`config.mk`:
```
export PLATFORM = sky130hd
export DESIGN_NAME = uira_bridge
export DESIGN_NICKNAME = d
export VERILOG_FILES = /design/src/hdl/uira_pkg.sv /design/src/hdl/uira_dec_if.sv /design/src/hdl/uira_decode.sv /design/src/hdl/uira_bridge.sv
export SDC_FILE = /design/constraint.sdc
export NUM_CORES = 1
export LEC_CHECK = 0
export BUFFER_PORTS_ARGS = -buffer_cell sky130_fd_sc_hd__buf_4
export CAP_MARGIN = 10
export CORE_MARGIN = 3
export CORE_UTILIZATION = 52
export DETAILED_ROUTE_END_ITERATION = 6
export PLACE_DENSITY = 0.76
export SYNTH_ARGS = -nofsm -noshare
export SYNTH_HDL_FRONTEND = slang
export SYNTH_SLANG_ARGS = --single-unit
```
`constraint.sdc`:
```
create_clock -name clk -period 2.6 [get_ports clk]
set_clock_uncertainty 0.05 [all_clocks]
set_input_delay 0 -clock clk [delete_from_list [all_inputs] [get_ports clk]]
set_output_delay 0 -clock clk [all_outputs]
set_load 0.005 [all_outputs]
```
`src/hdl/uira_pkg.sv`:
```
// package of the indirect core register access bridge: offsets, fields, resets, targets
// assumes one system clock shared by the special-function-register bus and the core
// How it works
// - writing busy as one starts a core read; writing zero does nothing
// - busy reads one while a read runs, zero once data is valid
// - with auto-read set, reading data starts the next read by itself
// - address field is the low six bits, read and write, 64 locations
// - data register writes go to the address in the field; data reads return the value last captured or written
// - software reads: wait, load address and set busy, wait, read data
// - interrupt flags for in, out and common sit at 0x02, 0x04, 0x06
// - interrupt enables for in, out and common sit at 0x07, 0x09, 0x0b
// - function address 0x00, power 0x01, frame low 0x0c, frame high 0x0d
// - endpoint index 0x0e, clock recovery 0x0f, endpoint enable 0x1e
// - indexed ep0 control 0x11, out control low 0x14, high 0x15
// - indexed 0x16 gives ep0 byte count, 0x17 out packet count high
// - index upper four bits read zero and ignore writes
// - four-bit select picks endpoint 0 to 3, other codes reserved
// - core addresses 0x20 to 0x23 reach the four endpoint fifos
package uira_pkg;
   localparam logic [7:0] SFR_ADDR_OFS = 8'h96;
   localparam logic [7:0] SFR_DATA_OFS = 8'h97;
   localparam int BUSY_BIT = 7;
   localparam int AUTO_BIT = 6;
   localparam int ADDR_MSB = 5;
   localparam int EPSEL_MSB = 3;
   localparam logic [5:0] ADDR_RESET = 6'h00;
   localparam logic [7:0] DATA_RESET = 8'h00;
   localparam logic [3:0] EPSEL_RESET = 4'h0;
   localparam logic [3:0] EPSEL_ZERO = 4'h0;
   localparam logic [3:0] EPSEL_LAST = 4'h3;
   localparam logic [5:0] CA_FUNCTION_ADDRESS_REG = 6'h00;
   localparam logic [5:0] CA_POWER = 6'h01;
   localparam logic [5:0] CA_IN_IRQ = 6'h02;
   localparam logic [5:0] CA_OUT_IRQ = 6'h04;
   localparam logic [5:0] CA_CM_IRQ = 6'h06;
   localparam logic [5:0] CA_IN_IE = 6'h07;
   localparam logic [5:0] CA_OUT_IE = 6'h09;
   localparam logic [5:0] CA_CM_IE = 6'h0b;
   localparam logic [5:0] CA_FRAME_LO = 6'h0c;
   localparam logic [5:0] CA_FRAME_HI = 6'h0d;
   localparam logic [5:0] CA_INDEX = 6'h0e;
   localparam logic [5:0] CA_CLOCK_RECOVERY_CTRL = 6'h0f;
   localparam logic [5:0] CA_CSR0 = 6'h11;
   localparam logic [5:0] CA_IN_CSR_HI = 6'h12;
   localparam logic [5:0] CA_OUT_CSR_LO = 6'h14;
   localparam logic [5:0] CA_OUT_CSR_HI = 6'h15;
   localparam logic [5:0] CA_CNT0 = 6'h16;
   localparam logic [5:0] CA_OUT_CNT_HI = 6'h17;
   localparam logic [5:0] CA_ENDPOINT_ENABLE_REG = 6'h1e;
   localparam logic [5:0] CA_FIFO0 = 6'h20;
   localparam logic [5:0] CA_FIFO3 = 6'h23;

   typedef enum logic [4:0] {
      UIRA_T_NONE = 5'h00,
      UIRA_T_FUNCTION_ADDRESS_REG = 5'h01,
      UIRA_T_POWER = 5'h02,
      UIRA_T_IN_IRQ = 5'h03,
      UIRA_T_OUT_IRQ = 5'h04,
      UIRA_T_CM_IRQ = 5'h05,
      UIRA_T_IN_IE = 5'h06,
      UIRA_T_OUT_IE = 5'h07,
      UIRA_T_CM_IE = 5'h08,
      UIRA_T_FRAME_LO = 5'h09,
      UIRA_T_FRAME_HI = 5'h0a,
      UIRA_T_INDEX = 5'h0b,
      UIRA_T_CLOCK_RECOVERY_CTRL = 5'h0c,
      UIRA_T_ENDPOINT_ENABLE_REG = 5'h0d,
      UIRA_T_FIFO = 5'h0e,
      UIRA_T_EP0_CSR = 5'h0f,
      UIRA_T_IN_CSR_LO = 5'h10,
      UIRA_T_IN_CSR_HI = 5'h11,
      UIRA_T_OUT_CSR_LO = 5'h12,
      UIRA_T_OUT_CSR_HI = 5'h13,
      UIRA_T_EP0_CNT = 5'h14,
      UIRA_T_OUT_CNT_LO = 5'h15,
      UIRA_T_OUT_CNT_HI = 5'h16
   } uira_target_t;

   typedef enum logic [0:0] {
      UIRA_S_IDLE = 1'b0,
      UIRA_S_WAIT = 1'b1
   } uira_state_t;
endpackage

```
`src/hdl/uira_dec_if.sv`:
```
// interface between the bridge and its core address decoder
// assumes both ends run on the bridge clock
`timescale 1ns/10ps
interface uira_dec_if;
   import uira_pkg::*;
   logic [5:0] addr;
   logic wr;
   logic [7:0] wdata;
   uira_target_t target;
   logic [3:0] epsel;
   logic local_hit;
   logic [7:0] local_data;
   modport bridge (output addr, output wr, output wdata,
                   input target, input epsel, input local_hit, input local_data);
   modport decoder (input addr, input wr, input wdata,
                    output target, output epsel, output local_hit, output local_data);
endinterface

```
`src/hdl/uira_decode.sv`:
```
// core address decoder and endpoint index register
// assumes addr, wr and wdata come from the bridge on the same clock
`timescale 1ns/10ps
module uira_decode (
   // clock and reset
   input wire logic clk,
   input wire logic nrst,
   // bridge side
   uira_dec_if.decoder dec
);
   import uira_pkg::*;

   logic [3:0] endpoint_select_field;

   always_ff @(posedge clk or negedge nrst) begin
      if (!nrst) begin
         endpoint_select_field <= EPSEL_RESET;
      end else if (dec.wr && dec.addr == CA_INDEX) begin
         endpoint_select_field <= dec.wdata[EPSEL_MSB:0];
      end
   end

   logic ep_zero;
   assign ep_zero = (endpoint_select_field == EPSEL_ZERO);
   assign dec.epsel = endpoint_select_field;
   assign dec.local_hit = (dec.addr == CA_INDEX);
   assign dec.local_data = {4'h0, endpoint_select_field};

   always_comb begin
      dec.target = UIRA_T_NONE;
      if (dec.addr == CA_IN_IRQ) begin
         dec.target = UIRA_T_IN_IRQ;
      end else if (dec.addr == CA_OUT_IRQ) begin
         dec.target = UIRA_T_OUT_IRQ;
      end else if (dec.addr == CA_CM_IRQ) begin
         dec.target = UIRA_T_CM_IRQ;
      end else if (dec.addr == CA_IN_IE) begin
         dec.target = UIRA_T_IN_IE;
      end else if (dec.addr == CA_OUT_IE) begin
         dec.target = UIRA_T_OUT_IE;
      end else if (dec.addr == CA_CM_IE) begin
         dec.target = UIRA_T_CM_IE;
      end else if (dec.addr == CA_FUNCTION_ADDRESS_REG) begin
         dec.target = UIRA_T_FUNCTION_ADDRESS_REG;
      end else if (dec.addr == CA_POWER) begin
         dec.target = UIRA_T_POWER;
      end else if (dec.addr == CA_FRAME_LO) begin
         dec.target = UIRA_T_FRAME_LO;
      end else if (dec.addr == CA_FRAME_HI) begin
         dec.target = UIRA_T_FRAME_HI;
      end else if (dec.addr == CA_INDEX) begin
         dec.target = UIRA_T_INDEX;
      end else if (dec.addr == CA_CLOCK_RECOVERY_CTRL) begin
         dec.target = UIRA_T_CLOCK_RECOVERY_CTRL;
      end else if (dec.addr == CA_ENDPOINT_ENABLE_REG) begin
         dec.target = UIRA_T_ENDPOINT_ENABLE_REG;
      end else if (dec.addr >= CA_FIFO0 && dec.addr <= CA_FIFO3) begin
         dec.target = UIRA_T_FIFO;
      end else if (dec.addr == CA_CSR0) begin
         // endpoint 0 control shares its slot with the in control low byte
         dec.target = ep_zero ? UIRA_T_EP0_CSR : UIRA_T_IN_CSR_LO;
      end else if (dec.addr == CA_IN_CSR_HI) begin
         dec.target = UIRA_T_IN_CSR_HI;
      end else if (dec.addr == CA_OUT_CSR_LO) begin
         dec.target = UIRA_T_OUT_CSR_LO;
      end else if (dec.addr == CA_OUT_CSR_HI) begin
         dec.target = UIRA_T_OUT_CSR_HI;
      end else if (dec.addr == CA_CNT0) begin
         dec.target = ep_zero ? UIRA_T_EP0_CNT : UIRA_T_OUT_CNT_LO;
      end else if (dec.addr == CA_OUT_CNT_HI) begin
         dec.target = UIRA_T_OUT_CNT_HI;
      end
   end
endmodule

```
`src/hdl/uira_bridge.sv`:
```
// indirect core register access bridge: address/control and data registers
// assumes the special-function-register bus and the core share clk; core answers reads
// with core_ack some cycles after core_rd, core_rdata valid in that cycle
`timescale 1ns/10ps
module uira_bridge (
   // clock and reset
   input wire logic clk,
   input wire logic nrst,
   // special-function-register bus
   input wire logic [7:0] sfr_addr,
   input wire logic sfr_wr,
   input wire logic sfr_rd,
   input wire logic [7:0] sfr_wdata,
   output logic [7:0] sfr_rdata,
   // core register port
   output logic [5:0] core_addr,
   output uira_pkg::uira_target_t core_target,
   output logic [3:0] core_ep,
   output logic core_wr,
   output logic core_rd,
   output logic [7:0] core_wdata,
   input wire logic core_ack,
   input wire logic [7:0] core_rdata
);
   import uira_pkg::*;

   uira_dec_if dec ();

   uira_decode u_decode (
      .clk(clk),
      .nrst(nrst),
      .dec(dec)
   );

   logic [5:0] core_reg_addr_field;
   logic auto_read_enable;
   logic busy;
   logic [7:0] core_indirect_data;
   uira_state_t state;

   logic hit_addr;
   logic hit_data;
   logic wr_addr;
   logic wr_data;
   logic rd_data;
   logic start_read;
   logic [5:0] next_addr;
   logic local_done;

   assign hit_addr = (sfr_addr == SFR_ADDR_OFS);
   assign hit_data = (sfr_addr == SFR_DATA_OFS);
   assign wr_addr = sfr_wr && hit_addr;
   assign wr_data = sfr_wr && hit_data;
   assign rd_data = sfr_rd && hit_data;
   // address and trigger may come in one write
   assign next_addr = wr_addr ? sfr_wdata[ADDR_MSB:0] : core_reg_addr_field;
   // a trigger while a read is already running is dropped
   assign start_read = (state == UIRA_S_IDLE) &&
                       ((wr_addr && sfr_wdata[BUSY_BIT]) ||
                        (rd_data && auto_read_enable));

   // decoder sees the address of the access now being issued
   assign dec.addr = next_addr;
   assign dec.wr = wr_data && (state == UIRA_S_IDLE);
   assign dec.wdata = sfr_wdata;
   assign local_done = (state == UIRA_S_WAIT) && (core_target == UIRA_T_INDEX);

   // address/control register
   always_ff @(posedge clk or negedge nrst) begin
      if (!nrst) begin
         core_reg_addr_field <= ADDR_RESET;
         auto_read_enable <= 1'b0;
      end else if (wr_addr) begin
         core_reg_addr_field <= sfr_wdata[ADDR_MSB:0];
         auto_read_enable <= sfr_wdata[AUTO_BIT];
      end
   end

   // read sequencing
   always_ff @(posedge clk or negedge nrst) begin
      if (!nrst) begin
         state <= UIRA_S_IDLE;
         busy <= 1'b0;
      end else begin
         case (state)
            UIRA_S_IDLE: begin
               if (start_read) begin
                  state <= UIRA_S_WAIT;
                  busy <= 1'b1;
               end
            end
            UIRA_S_WAIT: begin
               if (core_ack || local_done) begin
                  state <= UIRA_S_IDLE;
                  busy <= 1'b0;
               end
            end
            default: begin
               state <= UIRA_S_IDLE;
               busy <= 1'b0;
            end
         endcase
      end
   end

   // data register: captured read value, or the value last written
   always_ff @(posedge clk or negedge nrst) begin
      if (!nrst) begin
         core_indirect_data <= DATA_RESET;
      end else if (local_done) begin
         core_indirect_data <= dec.local_data;
      end else if (state == UIRA_S_WAIT && core_ack) begin
         core_indirect_data <= core_rdata;
      end else if (dec.wr) begin
         core_indirect_data <= sfr_wdata;
      end
   end

   // core port, registered at issue
   always_ff @(posedge clk or negedge nrst) begin
      if (!nrst) begin
         core_addr <= ADDR_RESET;
         core_target <= UIRA_T_NONE;
         core_ep <= EPSEL_RESET;
         core_wr <= 1'b0;
         core_rd <= 1'b0;
         core_wdata <= DATA_RESET;
      end else begin
         core_wr <= dec.wr;
         core_rd <= start_read && !dec.local_hit;
         if (dec.wr || start_read) begin
            core_addr <= next_addr;
            core_target <= dec.target;
            core_ep <= dec.epsel;
            core_wdata <= sfr_wdata;
         end
      end
   end

   // bus read data
   always_ff @(posedge clk or negedge nrst) begin
      if (!nrst) begin
         sfr_rdata <= DATA_RESET;
      end else if (sfr_rd && hit_addr) begin
         sfr_rdata <= {busy, auto_read_enable, core_reg_addr_field};
      end else if (rd_data) begin
         sfr_rdata <= core_indirect_data;
      end else if (sfr_rd) begin
         sfr_rdata <= DATA_RESET;
      end
   end
endmodule

```
==> results by group, run 1 <==
Timing
  – Slew @ Worst Pin: 0.6791 ns
  – Setup tns final: 0 ns
  – Setup violators final: 0
  – Fin. max-slew vios: 0
  – RSZ-0062 raised after global routing: no
  – Max_slew headroom: 54.73%
  – F_max: 443.9 MHz
  – Final hold viol count: 0
  – Min Tclk post-route: 2.253 ns
  – Fin crit share: 86.64%

Detailed routing
  – Final WL: 8506 um
  – Vias: 2814
  – First DRT Iteration DRCs: 228
  – Vias/cell: 6.026
  – DRT Pass-1 Iters: 5
  – Drt wl/cell: 18.21 um
  – Post-DRT Antenna Nets: 0
  – Residual DRC count: 0

Yosys
  – Synthesized area per cell: 9.110 um^2
  – Synth area leaders: dfrtp_1, mux2_1, nand2_1, o21ai_0, mux2i_1
  – Mapped Cells: 327
  – Yosys reg bits: 54
  – Syn nets: 356
  – Asr flop ratio synth: 100.0%
  – Post-Syn Area: 0.002979 mm^2
  – Largest area contributor in the netlist: dfrtp_1
  – Post-synth EDFFs: 0
  – Post-synthesis cell type count: 48
  – Synth Flop Type: dfrtp_1
  – Syn. warnings: 0
  – Register area share after synthesis: 45.36%
  – Share of the synthesized area in the top cell type: 45.36%

Placed design
  – GP Congestion: 1.027
  – Placed instance area: 0.003486 mm^2
  – Hpwl dp: 5973 um
  – # port buffers: 61

Job
  – # Max-Cap Violations: 0

Final layout
  – Most common cell after layout, fill and taps aside: buf_4
  – Post-route cell area: 0.003746 mm^2
  – Most frequent cells in the layout: buf_4, dfrtp_1, nand2_1
  – P&R area growth vs syn: 25.75%
  – Final net count: 425
  – Antenna Cells: 0
  – Layout cell share with drive strength beyond 1: 21.16%

Setup path
  – CP bufs+invs: 0
  – Worst EP arrival: 2.40 ns
  – CP Launch Type: flip-flop
  – Setup CP Type: flip-flop to flip-flop
  – Worst stage delay on the critical path: 0.52 ns
  – Crit path max-delay family: simple AND/OR/NAND/NOR gates
  – CP most frequent cell: nor2_1
  – Worst-path cell chain: nand2b_1, or3_1, nor2_1, a21oi_1, nor2_1, nand2_1, mux2_1
  – WP data required: 2.75 ns
  – Crit-path slowest cell: dfrtp_1
  – Worst setup EP type: flip-flop
  – CP Max Fanout: 11

Pwr
  – Pwr Total: 1.763 mW
  – PwrDens: 470.5 mW/mm^2
  – Worst VDD drop: 0.3434 mV
  – Static Leak: 1.803 nW

Hold path
  – Worst hold path class: input port to flip-flop

Floorplan
  – DIE HEIGHT: 81.69 um
  – Chip width: 81.69 um
  – Initial Util: 55.84%
  – Die area: 0.006673 mm^2
  – # IOs: 62
  – Row count: 26
  – Core Area: 0.005335 mm^2

CTS
  – CTS tree: yes
  – Post-CTS Resized: 0
  – Root buf cell: clkbuf_8
  – H-tree depth: 2
  – Reg clk slew, reported paths: 0.10 ns
  – Clock Sinks: 54
  – CTS Buf Count: 5
  – Post-CTS Setup Repair Bufs: 0
  – Clk Latency, worst-skew pair: 0.31 ns
  – Hold-fix buffers, CTS: 17
  – Clk buf depth: 2

Global routing
  – Vias in the first global route: 2685
  – Antenna violations before repair: 0
  – Tot GR Track Use: 26.86%
  – GRT overflow: 0
  – First-pass GRT wire length: 13670 um
  – Largest net degree at the start of global routing: 55

Status
  – Run status: finished clean
## final cells by class
class | instances | area (um^2)
Timing Repair Buffer | 86 | 688.2
Inverter | 11 | 41.29
Multi-Input combinational cell | 238 | 1488
Clock buffer | 5 | 68.82
Fill cell | 457 | 1589
Sequential cell | 54 | 1351
Tap cell | 70 | 87.58
Clock inverter | 3 | 21.27
## sequential cells by signal, summed over array words and instances, names as in the netlist
signal and cells:
core_rd 1, core_indirect_data 8, core_wdata 8, busy 1, core_target 5, u_decode.dec.epsel 4
core_reg_addr_field 6, core_wr 1, state 1, core_addr 6, core_ep 4, sfr_rdata 8
auto_read_enable 1
## cells by family (layout without fill, tap and decap cells)
group | Yosys count | in the layout | share of synthesized area, %
AO/OA/AOI/OAI | 91 | 91 | 19.87
XOR/XNOR | 1 | 1 | 0.2940
buffers and inverters | 35 | 105 | 4.704
flip-flops | 54 | 54 | 45.36
multiplexers | 29 | 29 | 10.46
AND/OR/NAND/NOR | 117 | 117 | 19.32
## synth_stat cells, types with 4 or more instances
| cell | n |
|---|---|
| a31oi_1 | 5 |
| nand2b_1 | 5 |
| nor3_1 | 8 |
| clkbuf_1 | 16 |
| dfrtp_1 | 54 |
| and3_1 | 4 |
| a211oi_1 | 8 |
| nor3b_1 | 4 |
| a21oi_1 | 18 |
| mux2_1 | 14 |
| a22oi_1 | 8 |
| nor2_1 | 31 |
| o21ai_0 | 25 |
| nor2b_1 | 7 |
| inv_1 | 11 |
| a21o_1 | 4 |
| nand3_1 | 8 |
| nand2_1 | 36 |
| o211ai_1 | 4 |
| buf_2 | 7 |
| mux2i_1 | 12 |
## per-stage QoR
step                      hold slack, ns  util [%]  std cells  setup slack (ns)
after floorplan                  -0.3456         -        327            0.7416
after global placement           0.02855     65.34        442            0.4132
after detailed placement         0.04054     65.34        442            0.4061
after CTS                       0.004677     70.22        467            0.3881
after global routing             0.02595     70.22        467            0.2225
final                            0.01198     70.22        467            0.3475
## tightest hold or removal path, cell delays in order
cell	delay (ns)
buf_4	0.15
mux2i_1	0.12
inv_1	0.07
## path summary, 6_finish.rpt
kind,start,end,slack (ns),cells after the start
worst max-delay path,core_reg_addr_field[0],u_decode.dec.epsel[0],0.35,7
worst min-delay path,sfr_wdata[4],core_reg_addr_field[4],0.01,3
worst max register to register,core_reg_addr_field[0],u_decode.dec.epsel[0],0.35,7
worst min register to register,core_wdata[3],core_wdata[3],0.44,2
max in group asynchronous,nrst,core_addr[5],1.83,2
min in group asynchronous,nrst,sfr_rdata[7],0.23,2
## where the power goes
group	leakage (nW)	switching, mW	internal, mW	total (mW)
Sequential	0.708	0.0571	0.911	0.969
Combinational	1.05	0.163	0.157	0.320
Clock	0.0441	0.284	0.190	0.474
## layer usage
layer | GRT usage, % | part of all wire (%)
met1 | 38.66 | 45
met2 | 41.94 | 45
met4 | 8.140 | 1.9
met5 | 0 | 0
met3 | 4.167 | 7.8
Power figures use the tool's default switching activity.
==> run 2, diff against run 1 <==
REMOVE_ABC_BUFFERS = 1   (was unset)
SETUP_SLACK_MARGIN = 0.4   (was unset)
==> results by group, run 2 (synthesis gave the netlist of run 1 again) <==
Detailed routing
  – Drt wl/cell: 17.07 um
  – Post-DRT Antenna Nets: 0
  – First DRT Iteration DRCs: 230
  – Vias: 2815
  – Final WL: 8057 um
  – Residual DRC count: 0
  – Vias/cell: 5.964
  – DRT Pass-1 Iters: 5

Final layout
  – Antenna Cells: 0
  – Post-route cell area: 0.003801 mm^2
  – P&R area growth vs syn: 27.59%
  – Most common cell after layout, fill and taps aside: buf_4
  – Layout cell share with drive strength beyond 1: 21.89%
  – Final net count: 430
  – Biggest regs: core_indirect_data (8), core_wdata (8), sfr_rdata (8)
  – Most frequent cells in the layout: buf_4, dfrtp_1, nand2_1

Setup path
  – Worst setup EP type: flip-flop
  – Worst stage delay on the critical path: 0.39 ns
  – FF-to-FF End: u_decode.dec.epsel[2]
  – Worst EP arrival: 2.25 ns
  – Setup CP Type: flip-flop to flip-flop
  – R2R Setup Slk: 0.50 ns
  – Cells on worst reg2reg path: 7
  – R2r startpoint: core_reg_addr_field[0]
  – CP most frequent cell: nor2_1
  – WP data required: 2.76 ns
  – Crit-path slowest cell: dfrtp_1
  – CP Launch Type: flip-flop
  – CP Max Fanout: 5
  – Crit path max-delay family: simple AND/OR/NAND/NOR gates
  – CP bufs+invs: 0
  – Worst-path cell chain: nand2b_1, or3_1, nor2_1, a21oi_1, nor2_1, nand2_2, mux2_1

Floorplan
  – Chip width: 81.69 um
  – DIE HEIGHT: 81.69 um
  – Row count: 26
  – Initial Util: 55.84%
  – # IOs: 62
  – Core Area: 0.005335 mm^2
  – Die area: 0.006673 mm^2

Timing
  – Final hold viol count: 0
  – Fin. max-slew vios: 0
  – Hold_ws: 0.02145 ns
  – Min Tclk post-route: 2.099 ns
  – Fin crit share: 80.73%
  – Slew @ Worst Pin: 0.6597 ns
  – Setup tns final: 0 ns
  – F_max: 476.4 MHz
  – Max_slew headroom: 56.02%
  – Setup violators final: 0
  – RSZ-0062 raised after global routing: yes

Pwr
  – PwrDens: 465.5 mW/mm^2
  – Static Leak: 1.829 nW
  – Pwr Total: 1.770 mW
  – Worst VDD drop: 0.4149 mV

CTS
  – CTS Buf Count: 5
  – Reg clk slew, reported paths: 0.10 ns
  – Clk Latency, worst-skew pair: 0.31 ns
  – CTS tree: yes
  – Clock Sinks: 54
  – Root buf cell: clkbuf_8
  – H-tree depth: 2
  – Clk buf depth: 2

Hold path
  – Hold Crit Depth: 2
  – Hold wc startpoint: sfr_wdata[3]
  – Hold Crit Endpoint: u_decode.dec.epsel[3]
  – Worst hold path class: input port to flip-flop

Global routing
  – GRT overflow: 0
  – Antenna violations before repair: 0
  – Vias in the first global route: 2624
  – Tot GR Track Use: 26.02%
  – Largest net degree at the start of global routing: 55
  – First-pass GRT wire length: 13250 um

Job
  – # Max-Cap Violations: 0

Placed design
  – Hpwl dp: 5611 um
  – # port buffers: 61
  – Placed instance area: 0.003501 mm^2
  – GP Congestion: 0.9482

Status
  – Run status: finished clean
-- run 2: cell count changes in the layout (fill, tap and decap cells not counted) --
cell and delta:
clkinv_2 -1, or4_1 -1, nand2_1 -1, buf_4 +2, inv_6 +1, or4_4 +1
nand2_2 +1, dlygate4sd3_1 +3
-- run 2: how the worst max path moves through the flow --
stage	from	end	cells past startpoint
floorplan	state	core_target[0]	5
global placement	sfr_addr[6]	core_target[0]	8
detailed placement	sfr_addr[6]	core_target[0]	8
CTS	state	core_target[0]	5
global route	state	core_target[0]	5
finish	core_reg_addr_field[0]	u_decode.dec.epsel[2]	7
-- run 2: worst register-to-register path: cells and delay by family, from the launching register on --
kind / cells / cell delay, ns
AO/OA/AOI/OAI: 1 / 0.07
multiplexers: 1 / 0.34
AND/OR/NAND/NOR: 5 / 1.13
flip-flops: 1 / 0.39
-- run 2: metrics by stage --
stage               utilization (%)  cells  setup WS (ns)
floorplan                         -    303         0.3265
global placement              65.62    444         0.5116
detailed placement            65.62    444         0.4188
CTS                           71.13    472         0.4674
global route                  71.25    472         0.3822
finish                        71.25    472         0.5009
-- run 2: cell type report --
cell class | instances | area, um^2
repair buffers | 91 | 733.2
well taps | 70 | 87.58
multi-input cells | 238 | 1494
clock inverters | 3 | 25.02
clock buffers | 5 | 68.82
fillers | 425 | 1534
inverters | 11 | 41.29
flip-flops and latches | 54 | 1351
-- run 2: layer usage --
layer,wire (um),part of all wire [%],vias up,GRT usage [%]
met2,3862,48,134,42.26
met5,0,0,-,0
li1,-,-,1323,-
met4,106,1.3,0,5.980
met1,3514,44,1345,35.70
met3,573,7.1,13,5.702
-- run 2: what timing repair did --
item | 4_1_cts | 5_1_grt
hold endpoints to repair | 81 | 0
resized for setup | 0 | 2
buffers inserted | 0 | 0
setup endpoints to repair | 0 | 4
hold buffers | 20 | 0
-- run 2: where the power goes --
group | switching [mW] | total [mW] | internal (mW)
registers | 0.0466 | 0.958 | 0.911
logic | 0.165 | 0.327 | 0.162
clock network | 0.290 | 0.485 | 0.195
